==> src/cpu_addr_pkg.sv <==
package cpu_addr_pkg;

    // Flag register layout
    localparam logic [7:0] FLAGS_ADDR = 8'hF7;
    localparam int FLAG_GIE = 0;
    localparam int FLAG_ZERO = 1;
    localparam int FLAG_CARRY = 2;
    localparam int FLAG_BANK = 4;
    localparam logic [7:0] FLAGS_RESET = 8'h02;
    localparam logic [7:0] FLAGS_WMASK = 8'h17;

    // Reset values of the core registers
    localparam logic [7:0] ACC_RESET = 8'h00;
    localparam logic [7:0] IDX_RESET = 8'h00;
    localparam logic [7:0] SP_RESET = 8'h00;
    localparam logic [15:0] PC_RESET = 16'h0000;

    // Opcode landmarks
    localparam logic [7:0] OPC_ALU_LAST = 8'h37;
    localparam logic [7:0] OPC_ADD_SP = 8'h38;
    localparam logic [7:0] OPC_REG_ALU_FIRST = 8'h41;
    localparam logic [7:0] OPC_REG_ALU_LAST = 8'h46;
    localparam logic [7:0] OPC_MOV_FIRST = 8'h50;
    localparam logic [7:0] OPC_MOV_LAST = 8'h63;
    localparam logic [7:0] OPC_F_FIRST = 8'h70;
    localparam logic [7:0] OPC_F_LAST = 8'h72;

    // Instruction lengths in bytes
    localparam logic [1:0] LEN1 = 2'h1;
    localparam logic [1:0] LEN2 = 2'h2;
    localparam logic [1:0] LEN3 = 2'h3;

    typedef enum logic [2:0] {
        OP_MOV = 3'h0,
        OP_ADD = 3'h1,
        OP_ADC = 3'h2,
        OP_SUB = 3'h3,
        OP_SBB = 3'h4,
        OP_AND = 3'h5,
        OP_OR = 3'h6,
        OP_XOR = 3'h7
    } alu_op_t;

    typedef enum logic [2:0] {
        L_NONE = 3'h0,
        L_A = 3'h1,
        L_X = 3'h2,
        L_SP = 3'h3,
        L_F = 3'h4,
        L_IMM1 = 3'h5,
        L_IMM2 = 3'h6,
        L_MEM = 3'h7
    } loc_t;

    typedef struct packed {
        alu_op_t op;
        loc_t dst;
        loc_t src;
        loc_t sec;
        logic idx;
        logic regsp;
        logic mem2;
        logic [1:0] len;
    } dec_t;

endpackage

==> src/alu_if.sv <==
`timescale 1ns/1ps
`default_nettype none
interface alu_if;
    import cpu_addr_pkg::*;
    logic [7:0] a;
    logic [7:0] b;
    logic cin;
    alu_op_t op;
    logic [7:0] res;
    logic cout;
    modport user (output a, output b, output cin, output op,
                  input res, input cout);
    modport unit (input a, input b, input cin, input op,
                  output res, output cout);
endinterface
`default_nettype wire

==> src/alu_unit.sv <==
`timescale 1ns/1ps
`default_nettype none
module alu_unit
    import cpu_addr_pkg::*;
(
    alu_if.unit alu
);
    logic [8:0] wide;

    // a is the new operand, b the second operand; carry is borrow on sub
    always_comb
    begin
        wide = 9'h000;
        case (alu.op)
            OP_MOV: wide = {1'b0, alu.a};
            OP_ADD: wide = {1'b0, alu.b} + {1'b0, alu.a};
            OP_ADC: wide = {1'b0, alu.b} + {1'b0, alu.a} + {8'h00, alu.cin};
            OP_SUB: wide = {1'b0, alu.b} - {1'b0, alu.a};
            OP_SBB: wide = {1'b0, alu.b} - {1'b0, alu.a} - {8'h00, alu.cin};
            OP_AND: wide = {1'b0, alu.b & alu.a};
            OP_OR: wide = {1'b0, alu.b | alu.a};
            OP_XOR: wide = {1'b0, alu.b ^ alu.a};
            default: wide = 9'h000;
        endcase
        alu.res = wide[7:0];
        alu.cout = wide[8];
    end
endmodule
`default_nettype wire

==> src/cpu_operand_addressing.sv <==
`timescale 1ns/1ps
`default_nettype none
module cpu_operand_addressing
    import cpu_addr_pkg::*;
(
    input wire logic clk_sys,
    input wire logic rst,
    output logic [15:0] prog_addr,
    input wire logic [7:0] prog_data,
    output logic [7:0] mem_addr,
    output logic mem_reg,
    output logic mem_bank,
    output logic mem_rd,
    output logic mem_wr,
    output logic [7:0] mem_wdata,
    input wire logic [7:0] mem_rdata,
    output logic global_interrupt_enable,
    output logic [7:0] accumulator,
    output logic [7:0] index_register,
    output logic [7:0] stack_pointer,
    output logic [7:0] cpu_flags,
    output logic instr_done
);
    typedef enum logic [6:0] {
        S_ADDR = 7'h01,
        S_LATCH = 7'h02,
        S_DECODE = 7'h04,
        S_MEMRD = 7'h08,
        S_MEMDAT = 7'h10,
        S_EXEC = 7'h20,
        S_WR = 7'h40
    } state_t;

    typedef struct packed {
        state_t st;
        logic [7:0] pc_hi;
        logic [7:0] pc_lo;
        logic [7:0] a;
        logic [7:0] x;
        logic [7:0] sp;
        logic [7:0] f;
        logic [7:0] opc;
        logic [7:0] op1;
        logic [7:0] op2;
        logic [1:0] cnt;
        logic [7:0] rdat;
        logic [7:0] maddr;
        logic mreg;
        logic mbank;
        logic mrd;
        logic mwr;
        logic [7:0] mwdata;
        logic done;
    } core_t;

    core_t r_q;
    core_t r_d;
    dec_t dec;
    dec_t dec_new;
    logic [15:0] pc;
    logic [7:0] dst_addr;
    logic [7:0] src_addr;
    logic set_flags;

    alu_if alu ();

    alu_unit u_alu (
        .alu(alu)
    );

    function automatic dec_t decode(input logic [7:0] o);
        dec_t d;
        d = '{op: OP_MOV, dst: L_NONE, src: L_NONE, sec: L_NONE,
              idx: 1'b0, regsp: 1'b0, mem2: 1'b0, len: LEN1};
        if (o <= OPC_ALU_LAST && o[2:0] != 3'h0)
        begin
            d.op = alu_op_t'(o[5:3] + 3'h1);
            d.idx = o[0];
            d.len = LEN2;
            case (o[2:0])
                3'h1: d = '{d.op, L_A, L_IMM1, L_A, 1'b0, 1'b0, 1'b0, LEN2};
                3'h2, 3'h3:
                begin
                    d.dst = L_A;
                    d.src = L_MEM;
                    d.sec = L_A;
                end
                3'h4, 3'h5:
                begin
                    d.dst = L_MEM;
                    d.src = L_A;
                    d.sec = L_MEM;
                end
                default:
                begin
                    d.dst = L_MEM;
                    d.src = L_IMM2;
                    d.sec = L_MEM;
                    d.len = LEN3;
                end
            endcase
        end
        else if (o == OPC_ADD_SP)
            d = '{OP_ADD, L_SP, L_IMM1, L_SP, 1'b0, 1'b0, 1'b0, LEN2};
        else if (o >= OPC_REG_ALU_FIRST && o <= OPC_REG_ALU_LAST)
        begin
            d.op = alu_op_t'(3'(OP_AND) + 3'((o - OPC_REG_ALU_FIRST) >> 1));
            d = '{d.op, L_MEM, L_IMM2, L_MEM, ~o[0], 1'b1, 1'b0, LEN3};
        end
        else if (o >= OPC_F_FIRST && o <= OPC_F_LAST)
        begin
            d.op = alu_op_t'(3'(OP_AND) + o[2:0]);
            d = '{d.op, L_F, L_IMM1, L_F, 1'b0, 1'b0, 1'b0, LEN2};
        end
        else if (o >= OPC_MOV_FIRST && o <= OPC_MOV_LAST)
        begin
            d.len = LEN2;
            case (o[4:0])
                5'h10: d.dst = L_A;
                5'h11, 5'h12, 5'h1D, 5'h1E: d.dst = L_A;
                5'h13, 5'h14, 5'h00, 5'h01: d.dst = L_MEM;
                5'h15, 5'h16, 5'h02, 5'h03: d.dst = L_MEM;
                5'h17, 5'h18, 5'h19: d.dst = L_X;
                5'h1A, 5'h1F: d.dst = L_MEM;
                default: d.len = LEN1;
            endcase
            case (o[4:0])
                5'h10, 5'h17: d.src = L_IMM1;
                5'h11, 5'h12, 5'h18, 5'h19, 5'h1D, 5'h1E: d.src = L_MEM;
                5'h13, 5'h14, 5'h00, 5'h01: d.src = L_A;
                5'h15, 5'h16, 5'h02, 5'h03: d.src = L_IMM2;
                5'h1A: d.src = L_X;
                5'h1F: d.src = L_MEM;
                default: d.src = L_NONE;
            endcase
            case (o[4:0])
                5'h12, 5'h14, 5'h16, 5'h19, 5'h1E, 5'h01, 5'h03: d.idx = 1'b1;
                default: d.idx = 1'b0;
            endcase
            d.regsp = (o >= 8'h5D && o != 8'h5F);
            d.mem2 = (o == 8'h5F);
            if (d.src == L_IMM2 || d.mem2)
                d.len = LEN3;
        end
        return d;
    endfunction

    function automatic logic [7:0] pick(input loc_t l, input core_t c);
        case (l)
            L_A: pick = c.a;
            L_X: pick = c.x;
            L_SP: pick = c.sp;
            L_F: pick = c.f;
            L_IMM1: pick = c.op1;
            L_IMM2: pick = c.op2;
            L_MEM: pick = c.rdat;
            default: pick = 8'h00;
        endcase
    endfunction

    assign dec = decode(r_q.opc);
    assign dec_new = decode(prog_data);
    assign pc = {r_q.pc_hi, r_q.pc_lo};
    assign dst_addr = r_q.op1 + (dec.idx ? r_q.x : 8'h00);
    assign src_addr = dec.mem2 ? r_q.op2 : dst_addr;
    assign set_flags = r_q.st == S_EXEC && dec.dst != L_F &&
                       (dec.op != OP_MOV || dec.dst == L_A);

    assign alu.a = pick(dec.src, r_q);
    assign alu.b = pick(dec.sec, r_q);
    assign alu.cin = r_q.f[FLAG_CARRY];
    assign alu.op = dec.op;

    always_comb
    begin
        r_d = r_q;
        r_d.done = 1'b0;
        r_d.mrd = 1'b0;
        r_d.mwr = 1'b0;
        case (r_q.st)
            S_ADDR: r_d.st = S_LATCH;
            S_LATCH:
            begin
                {r_d.pc_hi, r_d.pc_lo} = pc + 16'h0001;
                r_d.cnt = r_q.cnt + 2'h1;
                case (r_q.cnt)
                    2'h0: r_d.opc = prog_data;
                    2'h1: r_d.op1 = prog_data;
                    default: r_d.op2 = prog_data;
                endcase
                if (r_q.cnt == 2'h0 && dec_new.len == LEN1)
                    r_d.st = S_DECODE;
                else if (r_q.cnt != 2'h0 && r_d.cnt == dec.len)
                    r_d.st = S_DECODE;
                else
                    r_d.st = S_ADDR;
            end
            S_DECODE:
            begin
                r_d.cnt = 2'h0;
                r_d.maddr = src_addr;
                r_d.mreg = dec.regsp;
                r_d.mbank = r_q.f[FLAG_BANK];
                if (dec.src == L_MEM || dec.sec == L_MEM)
                begin
                    r_d.mrd = 1'b1;
                    r_d.st = S_MEMRD;
                end
                else
                    r_d.st = S_EXEC;
            end
            S_MEMRD: r_d.st = S_MEMDAT;
            S_MEMDAT:
            begin
                // Flag register answers at its own register-space address
                if (r_q.mreg && r_q.maddr == FLAGS_ADDR)
                    r_d.rdat = r_q.f;
                else
                    r_d.rdat = mem_rdata;
                r_d.st = S_EXEC;
            end
            S_EXEC:
            begin
                r_d.st = S_ADDR;
                r_d.done = 1'b1;
                case (dec.dst)
                    L_A: r_d.a = alu.res;
                    L_X: r_d.x = alu.res;
                    L_SP: r_d.sp = alu.res;
                    L_F: r_d.f = alu.res & FLAGS_WMASK;
                    L_MEM:
                    begin
                        r_d.maddr = dst_addr;
                        r_d.mreg = dec.regsp;
                        r_d.mbank = r_q.f[FLAG_BANK];
                        r_d.mwr = 1'b1;
                        r_d.mwdata = alu.res;
                        r_d.done = 1'b0;
                        r_d.st = S_WR;
                    end
                    default: r_d.done = 1'b1;
                endcase
                if (set_flags)
                begin
                    r_d.f[FLAG_ZERO] = (alu.res == 8'h00);
                    if (dec.op >= OP_ADD && dec.op <= OP_SBB)
                        r_d.f[FLAG_CARRY] = alu.cout;
                end
            end
            S_WR:
            begin
                r_d.done = 1'b1;
                r_d.st = S_ADDR;
            end
            default: r_d.st = S_ADDR;
        endcase
    end

    always_ff @(posedge clk_sys)
    begin
        if (rst)
        begin
            r_q <= '0;
            r_q.st <= S_ADDR;
            r_q.f <= FLAGS_RESET;
            r_q.a <= ACC_RESET;
            r_q.x <= IDX_RESET;
            r_q.sp <= SP_RESET;
            {r_q.pc_hi, r_q.pc_lo} <= PC_RESET;
        end
        else
            r_q <= r_d;
    end

    assign prog_addr = pc;
    assign mem_addr = r_q.maddr;
    assign mem_reg = r_q.mreg;
    assign mem_bank = r_q.mbank;
    assign mem_rd = r_q.mrd;
    assign mem_wr = r_q.mwr;
    assign mem_wdata = r_q.mwdata;
    assign global_interrupt_enable = r_q.f[FLAG_GIE];
    assign accumulator = r_q.a;
    assign index_register = r_q.x;
    assign stack_pointer = r_q.sp;
    assign cpu_flags = r_q.f;
    assign instr_done = r_q.done;

    property p_carry;
        @(posedge clk_sys) disable iff (rst)
        (set_flags && dec.op >= OP_ADD && dec.op <= OP_SBB)
            |=> r_q.f[FLAG_CARRY] == $past(alu.cout);
    endproperty
    a_carry: assert property (p_carry) else $error("carry mismatch");

    property p_zero;
        @(posedge clk_sys) disable iff (rst)
        set_flags |=> r_q.f[FLAG_ZERO] == ($past(alu.res) == 8'h00);
    endproperty
    a_zero: assert property (p_zero) else $error("zero mismatch");

    property p_gie;
        @(posedge clk_sys) disable iff (rst)
        $changed(global_interrupt_enable)
            |-> $past(r_q.st == S_EXEC && dec.dst == L_F);
    endproperty
    a_gie: assert property (p_gie) else $error("gie changed");

    property p_flag_read;
        @(posedge clk_sys) disable iff (rst)
        (r_q.st == S_MEMDAT && mem_reg && mem_addr == FLAGS_ADDR)
            |=> r_q.rdat == $past(r_q.f);
    endproperty
    a_flag_read: assert property (p_flag_read) else $error("flag read");

    property p_bank;
        @(posedge clk_sys) disable iff (rst)
        (mem_rd || mem_wr) |-> mem_bank == r_q.f[FLAG_BANK];
    endproperty
    a_bank: assert property (p_bank) else $error("bank select");

    property p_acc_kept;
        @(posedge clk_sys) disable iff (rst)
        (r_q.st == S_EXEC && dec.dst == L_MEM) |=> ##1 $stable(accumulator);
    endproperty
    a_acc_kept: assert property (p_acc_kept) else $error("acc changed");

    property p_index;
        @(posedge clk_sys) disable iff (rst)
        (r_q.st == S_MEMRD && dec.idx && !dec.mem2)
            |-> mem_addr == r_q.op1 + r_q.x;
    endproperty
    a_index: assert property (p_index) else $error("index address");

    property p_pc;
        @(posedge clk_sys) disable iff (rst)
        r_q.st == S_LATCH |=> prog_addr == $past(prog_addr) + 16'h0001;
    endproperty
    a_pc: assert property (p_pc) else $error("pc advance");

    property p_move;
        @(posedge clk_sys) disable iff (rst)
        (r_q.st == S_MEMDAT && dec.mem2)
            |=> ##1 mem_wr && mem_addr == r_q.op1 && mem_wdata == r_q.rdat;
    endproperty
    a_move: assert property (p_move) else $error("mem move");
endmodule
`default_nettype wire

==> config.mk <==
export PLATFORM = sky130hd
export DESIGN_NAME = cpu_operand_addressing
export DESIGN_NICKNAME = d
export VERILOG_FILES = /design/src/cpu_addr_pkg.sv /design/src/alu_if.sv /design/src/alu_unit.sv /design/src/cpu_operand_addressing.sv
export SDC_FILE = /design/constraint.sdc
export NUM_CORES = 1
export LEC_CHECK = 0
export BUFFER_PORTS_ARGS = -buffer_cell sky130_fd_sc_hd__buf_2
export CORE_ASPECT_RATIO = 1.2
export CORE_MARGIN = 2
export CORE_UTILIZATION = 55
export CTS_BUF_LIST = sky130_fd_sc_hd__clkbuf_4 sky130_fd_sc_hd__clkbuf_8 sky130_fd_sc_hd__clkbuf_16
export DETAILED_ROUTE_END_ITERATION = 8
export PLACE_DENSITY = 0.78
export SYNTH_ARGS = -nofsm -noshare
export SYNTH_HDL_FRONTEND = slang
export SYNTH_SLANG_ARGS = --single-unit
==> constraint.sdc <==
create_clock -name clk_sys -period 5.8 [get_ports clk_sys]
set_input_delay 0.29 -clock clk_sys [delete_from_list [all_inputs] [get_ports clk_sys]]
set_output_delay 0.29 -clock clk_sys [all_outputs]
set_load 0.01 [all_outputs]
======== Yosys cells after proc, flatten, opt, wreduce, memory -nomap -nowiden ========
Memories as Yosys holds them, arrays and structs flattened. A register that Yosys moved wholly into a read port is not among the register bits.
Cells that the tools add are included.
storage, ports and cells
  output and inout port bits .............. 70
  word-level logic and storage cells ...... 259
  memories kept ........................... 2
  bits of input ports ..................... 18
  flip-flop bits (word level) ............. 106
  memory bits (read-only) ................. 192
memories
  name             depth  width  rd ports  clocked after memory_dff  write ports  line                           text
  (no name shown)  32     3      1         0                         0            cpu_operand_addressing.sv:127  case (o[4:0])
  (no name shown)  32     3      1         1                         0            cpu_operand_addressing.sv:127
cells by class
  muxes and demuxes ....................... 57
  add/sub/neg operators ................... 11
  bitwise operators ....................... 7
  reductions and logical operators ........ 54
  eq/ne operators ......................... 90
  $lt $le $gt $ge ......................... 17
operators by type and width
  cell                     count
  $eq A5 B5 Y1 const B     28
  $pmux W8 S7              2
  $pmux W9 S8              1
  $eq A3 B3 Y1 const B     20
  $ge A8 B7 Y1 const B     7
  $mux W17                 3
  $le A8 B7 Y1 const B     6
  $mux W3                  15
  $pmux W7 S6              1
  $eq A3 B2 Y1 const B     12
  $reduce_or A18 Y1        2
  $pmux W9 S3              1
  $mux W8                  3
  $eq A5 B2 Y1 const B     4
  $mux W2                  10
  $mux W5                  4
  $pmux W10 S2             1
  $reduce_and A2 Y1        10
  $eq A3 B1 Y1 const B     6
  $mux W6                  3
  $add A16 B1 Y16 const B  1
  $eq A8 B6 Y1 const B     2
  $eq A8 B7 Y1 const B     2
  $le A8 B6 Y1 const B     2
  49 further kinds         90

======== Logic depth before layout (Yosys ltp) ========
Gate-level depths: netlist of the first run.
  depth in word-level cells ............... 23
  mapped depth ............................ 30
  mapped depth without buffers ............ 26

======== Cells and area by module ========
From an unflattened synthesis of the first run, not the netlist that was laid out.
second synthesis, totals
  cell total of the unflattened synthesis .. 1156
  area, all modules ....................... 9157.5 sq um
by module, submodules not included
  module                  seq. area each (sq um)  cells an instance  times used  area an instance (sq um)
  cpu_operand_addressing  2182.1                  875                1           7153.1
  alu_unit                0.0                     281                1           2004.4

======== Least setup slack after synthesis of the first run ========
OpenSTA, ideal clock, no wires.
  kind .................................... flip-flop to flip-flop
  from .................................... reg r_q[50] in the netlist's numbering
  to ...................................... reg r_q (netlist bit cpu_flags[1])
  path buffers ............................ 4
  data arrival time ....................... 5.753 ns
  library setup time ...................... 0.059 ns
  slack ................................... -0.012 ns
  period minus slack after synthesis ...... 5.812 ns
  cell stages (with the launch flop) ...... 25
  required time ........................... 5.741 ns
  cells stage by stage .................... dfxtp_1 > buf_2 > clkbuf_1 > inv_1 > ha_1 > and4b_1 > o21ai_1 > a21oi_4 > o22ai_1 > buf_2 > mux2_2 > mux2_2 > ha_1 > clkbuf_1 > o21ai_0 > a21oi_1 > xnor2_1 > or3_1 > or4_1 > a41oi_1 > o31ai_1 > a21oi_1 > o221ai_2 > nor4_1 > a31o_1
between the ends
  longest elaborated chain between the ends .. 14
  elaborated cells between the ends (all ways) .. 88
  classes of those cells .................. add/sub: 7; order compare: 7; eq/ne: 42; mux: 13; bitwise: 3; reduce/logical: 16
ends and longest elaborated chain
  item                                                   line                                                          text
  from (decl)                                            cpu_operand_addressing.sv:56                                  core_t r_q;
  from (signal assigned)                                 cpu_operand_addressing.sv:272                                 r_q <= r_d;
  $ge A8 B7 Y1 / $le A8 B7 Y1 (equally long branches)    cpu_operand_addressing.sv:115                                 else if (o >= OPC_MOV_FIRST && o <= OPC_MOV_LAST)
  $logic_and A1 B1 Y1                                    cpu_operand_addressing.sv:115
  $mux W6                                                cpu_operand_addressing.sv:115
  $mux W6                                                cpu_operand_addressing.sv:110                                 else if (o >= OPC_F_FIRST && o <= OPC_F_LAST)
  $mux W17                                               cpu_operand_addressing.sv:105                                 else if (o >= OPC_REG_ALU_FIRST && o <= OPC_REG_ALU_LAST)
  $mux W17                                               cpu_operand_addressing.sv:103                                 else if (o == OPC_ADD_SP)
  $mux W17 *                                             cpu_operand_addressing.sv:75                                  if (o <= OPC_ALU_LAST && o[2:0] != 3'h0)
  $eq A3 B3 Y1 (tied with other cells)                   cpu_operand_addressing.sv:149                                 case (l)
  $pmux W8 S7                                            cpu_operand_addressing.sv:149
  $sub A8 B8 Y9 / $add A8 B8 Y9 (equally long branches)  --
  $sub A9 B1 Y9 / $add A9 B1 Y9 (equally long branches)  alu_unit.sv:19, alu_unit.sv:17
  $pmux W9 S8                                            alu_unit.sv:14                                                case (alu.op)
  $logic_not A8 Y1 / $mux W3 (equally long branches)     cpu_operand_addressing.sv:245, cpu_operand_addressing.sv:226
  $mux W2                                                cpu_operand_addressing.sv:243                                 if (set_flags)
Mark *: on every way between the ends. The rest lies on a longest branch, timed or not. The select of a mux whose other input is x is not followed.
A chain may end at the register's enable or synchronous reset.

======== Worst setup path in the final report of the first run ========
  from .................................... reg r_q[48] in the netlist's numbering
  to ...................................... reg r_q (netlist bit index_register[5])
between the ends
  longest elaborated chain between the ends .. 12
  elaborated cells between the ends (all ways) .. 87
  classes of those cells .................. add/sub: 7; order compare: 7; eq/ne: 45; mux: 12; bitwise: 3; reduce/logical: 13
ends and longest elaborated chain
  item                                                   line
  $ge A8 B7 Y1 / $le A8 B7 Y1 (equally long branches)    cpu_operand_addressing.sv:115
  $logic_and A1 B1 Y1                                    cpu_operand_addressing.sv:115
  $mux W6                                                cpu_operand_addressing.sv:115
  $mux W6                                                cpu_operand_addressing.sv:110
  $mux W17                                               cpu_operand_addressing.sv:105
  $mux W17                                               cpu_operand_addressing.sv:103
  $mux W17 *                                             cpu_operand_addressing.sv:75
  $eq A3 B3 Y1 (tied with other cells)                   cpu_operand_addressing.sv:149
  $pmux W8 S7                                            cpu_operand_addressing.sv:149
  $sub A8 B8 Y9 / $add A8 B8 Y9 (equally long branches)  --
  $sub A9 B1 Y9 / $add A9 B1 Y9 (equally long branches)  alu_unit.sv:19, alu_unit.sv:17
  $pmux W9 S8                                            alu_unit.sv:14
Mark *: on every way between the ends. The rest lies on a longest branch, timed or not.

==> flow_summary_export.csv, run 1 <==
group,metric,value,unit
outcome,outcome,"finished clean",
clock_network,clk_latency,360,ps
global_routing,grt_antenna_before_repair,0,
clock_network,htreeDepth,3,
yosys,synthArstFlopShare,0,%
die,coreArea,16210,µm²
yosys,synth_cells,1184,
timing,fin_crit_sh,94.97,%
cells_and_area,drive_above_1_share,18.34,%
timing,hold_viol,0,
timing,slew_headroom,38.30,%
drt,dr.pass1.iters,5,
pwr,p_per_area,209.6,nW/µm²
die,die_w,121.4,µm
yosys,synth_flop_cell,"dfxtp_1",
cells_and_area,nets,1284,
timing,tightest_slew,925.5,ps
clock_network,cts_tree,"yes",
drt,vias,8900,
timing,drv_slew,0,
worst_setup_path,cp_max_fo,8,
cells_and_area,regMostFlops,"r_q",
worst_setup_path,cp-startpoint,"r_q[48]",
min_path,min_from,"mem_rdata[3]",
placement,gp_congestion,1.022,
global_routing,grt_max_degree,92,
yosys,yosysWarningCount,0,
drt,wl_per_cell,19.60,µm
timing,setup_viol,0,
placement,port_buffers,83,
timing,holdWs,187.2,ps
clock_network,numCtsBuffers,9,
drt,drtIter0Drc,826,
timing,fin_skew,10.40,ps
drt,viasPerCell,6.232,
yosys,synth_seq_cells,109,
drt,antenna_left,0,
yosys,ys_seq_area_share,23.99,%
placement,hpwl,21.16,mm
worst_setup_path,r2r_cells,26,
global_routing,grt_usage,30.90,%
clock_network,cts_root_buf,"clkbuf_16",
timing,fin_crit,5508,ps
global_routing,grt_pass1_vias,8043,
pwr,peakVddDrop,0.0002013,V
drt,drc,0,
yosys,yosysUniqueCellTypes,101,
worst_setup_path,path_class,"flop to flop",
clock_network,clkSinkCount,109,
worst_setup_path,reg2reg_from,"r_q[48]",
die,start_util,56.13,%
worst_setup_path,endpoint_kind,"flop",
cells_and_area,diodes,0,
die,dieArea,17590,µm²
drt,drt_wl_total,27.99,mm
worst_setup_path,ff2ff_setup_slack,290,ps
clock_network,clk_pin_slew,80,ps
yosys,synth_area,9097,µm²
run,maxCapViolCount,0,
pwr,p_leak,0.004131,µW
global_routing,grt_overflow_total,0,
worst_setup_path,worst_path_max_delay_cell,"or4_1",
worst_setup_path,max_stage_delay,450,ps
worst_setup_path,cp.arrival,5710,ps
min_path,min_path_type,"primary input to flop",
yosys,synth_edf_count,0,
clock_network,cts_buffer_depth,2,
die,io_pins,88,
die,rows,51,
worst_setup_path,endpoint,"index_register[5]",
cells_and_area,area_delta_synth_final,8.252,%
worst_setup_path,start_kind,"flop",
placement,dpl.cell_count,1410,
global_routing,grt_pass1_wl,42.38,mm
cells_and_area,largest_reg_flops,41,
worst_setup_path,r2r-end,"index_register[5]",
clock_network,hold_buffers,0,
die,dieHeight,144.9,µm
timing,clock.fmax,181.5,MHz
yosys,syn_area_per_cell,7.684,µm²
worst_setup_path,crit_required,6000,ps
cells_and_area,fin_cells,1428,
timing repair:
action | in CTS | in global routing
setup endpoints to repair | 0 | 15
resized for setup | 0 | 25
setup buffers | 0 | 2
cell families (layout without fill, tap and decap cells):
group	after synthesis	in the layout	share of synthesized area [%]
XOR/XNOR	46	46	4.731
flip-flops	109	109	23.99
other	1	4	0.04122
buffers and inverters	192	221	11.25
AO/OA/AOI/OAI	298	298	23.12
multiplexers	55	55	6.423
adder cells (fa/ha/maj)	56	56	7.922
AND/OR/NAND/NOR	427	427	22.53
cells in the final DEF, fill, tap and decap left out, types with 10 or more instances in the layout:
| cell | count |
|---|---|
| nand3_1 | 51 |
| and3_1 | 16 |
| nand4_1 | 10 |
| nand2_1 | 137 |
| a21o_1 | 14 |
| buf_2 | 82 |
| ha_1 | 49 |
| o21ai_0 | 43 |
| buf_4 | 58 |
| nor2b_1 | 16 |
| a21oi_1 | 84 |
| nor2_1 | 112 |
| o211ai_1 | 13 |
| nand2b_1 | 10 |
| a211oi_1 | 16 |
| xor2_1 | 19 |
| mux2i_1 | 46 |
| inv_1 | 62 |
| xnor2_1 | 24 |
| nor3_1 | 30 |
| dfxtp_1 | 106 |
power by group:
group | internal (µW) | total, µW | leakage [µW] | switching, µW
combinational | 258 | 657 | 0.00310 | 400
clock | 316 | 635 | 0.000146 | 319
sequential | 758 | 772 | 0.000880 | 13.5
total | 1330 | 2060 | 0.00413 | 732
cell usage after synthesis (all sizes together) (13+ instances only):
| library cell | number | area [µm²] |
|---|---|---|
| a211oi | 16 | 120.1 |
| nor2 | 114 | 430.4 |
| o21ai | 54 | 285.3 |
| a21o | 14 | 105.1 |
| xor2 | 20 | 175.2 |
| and3 | 16 | 100.1 |
| dfxtp | 109 | 2182 |
| nor3 | 32 | 170.2 |
| a21oi | 92 | 486.7 |
| ha | 52 | 650.6 |
| buf | 82 | 605.6 |
| nand3 | 52 | 265.3 |
| xnor2 | 24 | 210.2 |
| mux2i | 46 | 460.4 |
| inv | 63 | 236.5 |
| nor2b | 16 | 100.1 |
| o211ai | 13 | 97.59 |
| nand2 | 139 | 526.8 |
| clkbuf | 47 | 181.4 |
area by class of cell:
type                       instances  area, µm²
timing repair buffer             142      868.3
tap                              212      265.3
sequential                       109       2186
fill                            1503       6360
multi-input combinational        886       5989
clock buffer                      10      239.0
inverter                          63      236.5
clock inverter                     6      63.81
worst min path at each step:
| stage | end | slack [ps] | cells after the start |
|---|---|---|---|
| 2_1_floorplan | r_q[49] | 400 | 1 |
| 3_3_place_gp | mem_wdata[1] | 440 | 2 |
| 3_5_place_dp | mem_wdata[0] | 450 | 2 |
| 4_1_cts | r_q[24] | 190 | 3 |
| 5_1_grt | r_q[24] | 210 | 3 |
| 6_report | r_q[24] | 190 | 3 |
routing by layer:
| layer | GRT usage, % | part of all wire (%) |
|---|---|---|
| met2 | 53.31 | 48 |
| met3 | 4.154 | 6.5 |
| met4 | 17.00 | 5.3 |
| met1 | 37.14 | 41 |
| met5 | 0 | 0 |
critical path, delay by kind of cell (launching register included):
kind	cells	cell delay, ps
XOR/XNOR	1	140
adder cells (fa/ha/maj)	2	550
AND/OR/NAND/NOR	6	1380
AO/OA/AOI/OAI	12	2040
buffers and inverters	5	830
flip-flops	1	390
metrics by stage:
step / utilization (%) / setup TNS, ps / setup WS, ps / cell area [µm²] / total power [µW]
2_1_floorplan: - / 0 / 1.262 / 9115 / 1244
3_3_place_gp: 58.28 / 0 / 235.9 / 9445 / 1404
3_5_place_dp: 58.28 / 0 / 73.52 / 9445 / 1410
4_1_cts: 60.14 / 0 / 51.87 / 9748 / 2033
5_1_grt: 60.76 / -2.306 / -2.306 / 9848 / 2141
6_report: 60.76 / 0 / 291.7 / 9848 / 2064
No activity file was read; power rests on OpenSTA's default activity.
==> run 2, diff against run 1 <==
- CORE_ASPECT_RATIO: 1.2 -> not set
==> run 2 against run 1 <==
Net effect:
- non-clock buffer count shrank 14
- design area shrank 1.2%
- die area about the same
- sequential power about the same
- sequential share of layout area grew 0.31 points
- power decreased by 1.5%
- worst hold slack gained 1.4 ps
- setup slack worse by 63 ps
- global-route usage shrank 0.80 points
- clock skew is 0.68 ps higher
- utilization is 1.2 points lower
- first-iteration DRC count fell by 2.9%
- critical path type unchanged
- largest cell class unchanged
- highest routed layer unchanged
==> flow_summary_export.csv, run 2 (same netlist as run 1, synthesis figures left out) <==
group,metric,value,unit
timing,holdWs,188.6,ps
cells_and_area,final_util,59.51,%
worst_setup_path,cp_max_fo,9,
min_path,min_from,"mem_rdata[5]",
clock_network,htreeDepth,3,
drt,drt-met1-wl,11.25,mm
clock_network,cts_root_buf,"clkbuf_16",
clock_network,cts_buffer_depth,2,
global_routing,grt_max_degree,91,
timing,fin_crit_sh,96.06,%
worst_setup_path,cp.arrival,5870,ps
drt,dr.pass1.iters,7,
min_path,min_path_type,"primary input to flop",
global_routing,grt_overflow_total,0,
clock_network,clk_pin_slew,80,ps
cells_and_area,drive_above_1_share,16.99,%
die,dieHeight,132.6,µm
global_routing,grt_pass1_vias,8061,
placement,hpwl,20.45,mm
die,coreArea,16350,µm²
worst_setup_path,start_kind,"flop",
die,io_pins,88,
global_routing,grt_antenna_before_repair,0,
outcome,outcome,"finished clean",
timing,tightest_slew,1222,ps
clock_network,hold_buffers,0,
drt,vias,8760,
die,rows,47,
clock_network,numCtsBuffers,9,
die,dieArea,17590,µm²
cells_and_area,area_delta_synth_final,6.945,%
drt,wl_per_cell,18.99,µm
drt,antenna_left,0,
clock_network,clk_latency,350,ps
worst_setup_path,path_class,"flop to flop",
timing,fin_crit,5571,ps
cells_and_area,final_cell_mix,"137 x nand2_1, 113 x nor2_1, 105 x dfxtp_1, 87 x a21oi_1, 82 x buf_2",
cells_and_area,stdcell_area,9729,µm²
drt,dr_wl_met2,12.63,mm
worst_setup_path,crit_required,6100,ps
run,maxCapViolCount,0,
timing,clock.fmax,179.5,MHz
drt,drtIter0Drc,802,
cells_and_area,diodes,0,
timing,slew_headroom,18.35,%
cells_and_area,final_common_cell,"nand2_1",
cells_and_area,nets,1270,
die,die_w,132.6,µm
timing,fin_skew,11.08,ps
die,start_util,55.65,%
drt,met3_length,2.220,mm
drt,routed.top_layer,"met4",
global_routing,grt_usage,30.10,%
pwr,p_per_area,209.1,nW/µm²
drt,drc,0,
drt,viasPerCell,6.165,
clock_network,clkSinkCount,109,
worst_setup_path,cp-startpoint,"r_q[47]",
placement,gp_congestion,0.9703,
timing,setup_viol,0,
cells_and_area,regMostFlops,"r_q",
clock_network,cts_tree,"yes",
pwr,peakVddDrop,0.0001574,V
global_routing,grt_pass1_wl,42.60,mm
timing,drv_slew,0,
drt,drt_wl_total,26.98,mm
worst_setup_path,reg2reg_from,"r_q[47]",
placement,port_buffers,83,
timing,hold_viol,0,
placement,postPlaceCellArea,9336,µm²
worst_setup_path,endpoint_kind,"flop",
pwr,p_leak,0.004034,µW
cells_and_area,largest_reg_flops,41,
run 2: cell types whose count changed in the layout (fill, tap and decap cells not counted), sizes merged:
cell / previous run / this run
inv: 66 / 65
clkbuf: 10 / 9
buf: 142 / 128
clkinvlp: 1 / 2
run 2: layer usage:
metal | GRT usage, % | up-vias
li1 | - | 4161
met2 | 50.03 | 412
met1 | 39.88 | 4118
met5 | 0 | -
met4 | 10.99 | 0
met3 | 4.215 | 69
run 2: critical path, stage by stage (launching register included):
cell and delay, ps:
dfxtp_4 380, ha_2 240, ha_1 240, nand2b_1 130
o221ai_1 130, a211o_1 350, nand4_4 110, nand2_2 70
buf_4 160, mux2i_1 140, mux2i_1 190, o21ai_2 90
inv_1 100, ha_1 190, inv_1 70, fa_1 400
o21ai_0 180, a21oi_1 120, xnor2_1 170, or3_1 430
or4_1 440, a41oi_2 240, o31ai_1 110, a21oi_1 190
o221ai_2 160, nor4_2 300, a31o_1 180
run 2: metrics by stage:
stage	total power [µW]	setup WS [ps]	cells	TNS, ps
2_1_floorplan	1244	1.262	1187	0
3_3_place_gp	1403	161.5	1403	0
3_5_place_dp	1413	-48.83	1403	-48.83
4_1_cts	2012	15.39	1418	0
5_1_grt	2123	-37.48	1421	-73.11
6_report	2034	228.7	1421	0
run 2: report_power, final:
part	switching, µW	internal (µW)	leakage, µW
clock network	306	299	0.000133
logic	398	258	0.00302
registers	15.0	758	0.000881
total	719	1310	0.00403
run 2: repair_timing:
| item | 4_1_cts | 5_1_grt |
|---|---|---|
| pin swaps | 0 | 2 |
| gates resized for setup | 2 | 20 |
| setup buffers | 0 | 3 |
| hold endpoints to repair | 0 | 0 |
| setup endpoints to repair | 1 | 13 |
run 2: final timing paths:
| path | endpoint | slack [ps] | cells past startpoint |
|---|---|---|---|
| worst max-delay path | cpu_flags[1] | 230 | 26 |
| worst min-delay path | r_q[26] | 190 | 3 |
| worst max register to register | cpu_flags[1] | 230 | 26 |
| worst min register to register | mem_wdata[1] | 460 | 2 |
run 2: final cells by class:
class                   count  area [µm²]
clock buffers               9       225.2
clock inverters             6       60.06
fillers                  1553        6619
inverters                  63       236.5
multi-input cells         886        5987
flip-flops and latches    109        2190
well taps                 220       275.3
repair buffers            128       755.7
==> run 3, diff against run 2 <==
- ABC_AREA: not set -> 1
==> run 3 against run 2 <==
Net effect:
- first-iteration DRC count shrank 6.6%
- via count down 1.4%
- worst hold slack better by 71 ps
- clock-buffer cell count unchanged
- die area decreased by 4.9%
- combinational power rose by 18%
- synthesized cell count rose by 13%
- clock power is 7.8% higher
- flip-flop and latch count unchanged
- fmax increased by 6.0%
- setup slack better by 310 ps
- critical path type unchanged
- largest cell class unchanged
- largest power group unchanged
==> flow_summary_export.csv, run 3 <==
group,metric,value,unit
cells_and_area,diodes,0,
timing,clock.fmax,190.2,MHz
pwr,power_switching,882.2,µW
global_routing,grt_pass1_wl,38.93,mm
worst_setup_path,path_class,"flop to flop",
die,coreArea,15260,µm²
worst_setup_path,r2r-end,"cpu_flags[1]",
run,maxCapViolCount,0,
cells_and_area,final_util,59.71,%
die,rows,45,
clock_network,cts_root_buf,"clkbuf_16",
yosys,synth_top_area_share,25.27,%
global_routing,grt_overflow_total,0,
worst_setup_path,cp-startpoint,"r_q[48]",
cells_and_area,drive_above_1_share,14.07,%
cells_and_area,largest_reg_flops,41,
drt,wl_per_cell,15.69,µm
placement,post-place-ws,476.4,ps
worst_setup_path,start_kind,"flop",
die,die_w,129.3,µm
yosys,yosysWarningCount,0,
placement,dpl.cell_count,1545,
clock_network,numCtsBuffers,9,
timing,fin_crit_sh,90.63,%
clock_network,postCtsSetupBuffers,0,
pwr,peakVddDrop,0.0001457,V
pwr,p_per_area,243.8,nW/µm²
timing,setup_slack,543.2,ps
yosys,synth_cells,1336,
cells_and_area,fin_cells,1561,
timing,tightest_slew,993.6,ps
yosys,synth_common_cells,"252 x nand2_1, 189 x inv_1, 125 x nor2_1",
timing,slew_headroom,33.21,%
clock_network,cts_resized,0,
pwr,switching_share,39.72,%
worst_setup_path,reg2reg_from,"r_q[48]",
worst_setup_path,endpoint_kind,"flop",
worst_setup_path,crit_buf_inv,7,
worst_setup_path,path_common_cell,"nand2_1",
min_path,min_path_type,"primary input to flop",
die,dieArea,16720,µm²
global_routing,grt_pass1_vias,7819,
placement,gp_congestion,0.9822,
yosys,synthArstFlopShare,0,%
global_routing,grt_max_degree,78,
die,start_util,56.60,%
placement,port_buffers,83,
yosys,yosysUniqueCellTypes,57,
worst_setup_path,worst_path_max_delay_cell,"fa_1",
worst_setup_path,max_stage_delay,420,ps
cells_and_area,nets,1418,
yosys,synth_flop_cell,"dfxtp_1",
cells_and_area,regMostFlops,"r_q",
placement,hpwl,19.24,mm
clock_network,clkSinkCount,109,
worst_setup_path,crit_required,6110,ps
yosys,yosysMostFrequentCell,"nand2_1",
timing,setup_viol,0,
timing,fin_crit,5257,ps
drt,viasPerCell,5.531,
yosys,synth_edf_count,0,
timing,drv_slew,0,
pwr,intPower,1339,µW
timing,hold_viol,0,
worst_setup_path,endpoint,"cpu_flags[1]",
worst_setup_path,cp_max_fo,8,
die,io_pins,88,
worst_setup_path,ff2ff_setup_slack,540,ps
yosys,synth_area,8636,µm²
drt,drt_wl_total,24.50,mm
pwr,clkPwrFrac,29.4,%
cells_and_area,final_common_cell,"nand2_1",
cells_and_area,final_cell_mix,"252 x nand2_1, 188 x inv_1, 124 x nor2_1, 109 x dfxtp_1",
clock_network,clk_pin_slew,80,ps
cells_and_area,area_delta_synth_final,5.506,%
pwr,p_comb_share,34.9,%
drt,vias,8634,
clock_network,htreeDepth,3,
global_routing,grt_usage,29.26,%
drt,drc,0,
drt,dr.pass1.iters,5,
global_routing,grt_antenna_before_repair,0,
worst_setup_path,cp.arrival,5570,ps
clock_network,clk_latency,360,ps
yosys,synth_area_leaders,"dfxtp_1 25%, nand2_1 11%, inv_1 8.2%",
pwr,seqPwrFrac,35.7,%
yosys,yosysTopAreaCell,"dfxtp_1",
drt,drtIter0Drc,749,
worst_setup_path,crit_cells,37,
outcome,outcome,"finished clean",
cells_and_area,final.fill_count,1509,
yosys,ys_seq_area_share,25.27,%
worst_setup_path,r2r_cells,37,
clock_network,cts_buffer_depth,2,
yosys,synth_seq_cells,109,
drt,antenna_left,0,
timing,fin_skew,14.98,ps
pwr,power,2221,µW
die,dieHeight,129.3,µm
clock_network,cts_tree,"yes",
pwr,p_leak,0.004216,µW
worst_setup_path,crit_family,"simple AND/OR/NAND/NOR gates",
clock_network,hold_buffers,0,
yosys,syn_area_per_cell,6.464,µm²
## run 3: changes by cell type after synthesis, sizes merged, moves of 11 or more
cell,before,now
a21oi,92,108
clkbuf,47,24
mux2i,46,0
a21o,14,0
nor2,114,137
nand2b,12,1
a22oi,11,0
nor2b,16,0
o21ai,54,111
xnor2,24,4
nand2,139,272
and3,16,2
inv,63,212
## run 3: per-stage QoR
step	hold WS, ps	setup TNS, ps	area, µm²
2_1_floorplan	387.8	0	8647
3_3_place_gp	465.8	0	8783
3_5_place_dp	471.2	0	8783
4_1_cts	257.5	0	9099
5_1_grt	278.0	-35.38	9111
6_report	259.2	0	9111
## run 3: worst register-to-register path, delay by kind of cell, from the launching register on
| kind | cells | cell delay [ps] |
|---|---|---|
| and+or+nand+nor | 21 | 2230 |
| xor gates and xnor gates | 1 | 310 |
| adders and majority gates | 3 | 890 |
| DFF | 1 | 390 |
| buffers and inverters | 7 | 700 |
| AOI/OAI and AO/OA | 5 | 700 |
## run 3: worst min-delay path by stage
stage / from / end / depth (start not counted)
6_report: mem_rdata[6] / r_q[27] / 5
5_1_grt: prog_data[5] / r_q[36] / 3
3_5_place_dp: mem_addr[2] / mem_addr[2] / 2
2_1_floorplan: rst / r_q[49] / 1
3_3_place_gp: mem_addr[2] / mem_addr[2] / 2
4_1_cts: prog_data[5] / r_q[36] / 3
## run 3: power by group through the flow
stage	sequential, µW	clock, µW	combinational, µW
after floorplan	797	0	579
after global placement	810	0	750
after detailed placement	810	0	758
after CTS	792	659	760
after global routing	795	686	860
final	793	652	776
## run 3: logic make-up (layout without fill, tap and decap cells)
kind of cell	count (synthesis)	after routing	synth area share (%)
and+or+nand+nor	555	555	29.35
buffers and inverters	312	323	16.69
AOI/OAI and AO/OA	285	285	18.49
DFF	109	109	25.27
adders and majority gates	55	55	8.229
xor gates and xnor gates	19	19	1.927
other	1	4	0.04342
## run 3: area by class of cell
cell class                 count  area [µm²]  area share (%)
clock buffer                   9       225.2           2.472
clock inverter                 7       90.09          0.9887
inverter                     215       812.0           8.912
multi-input combinational    918        5055           55.48
sequential                   109        2182           23.95
tap                          211       264.0           2.898
timing repair buffer          92       483.0           5.301
## run 3: per-layer routing
layer | wire (µm) | vias up | global-route usage, %
li1 | - | 4321 | -
met1 | 10890 | 3871 | 40.93
met2 | 10760 | 387 | 44.86
met3 | 2160 | 55 | 5.491
met4 | 688 | 0 | 10.93
met5 | 0 | - | 0
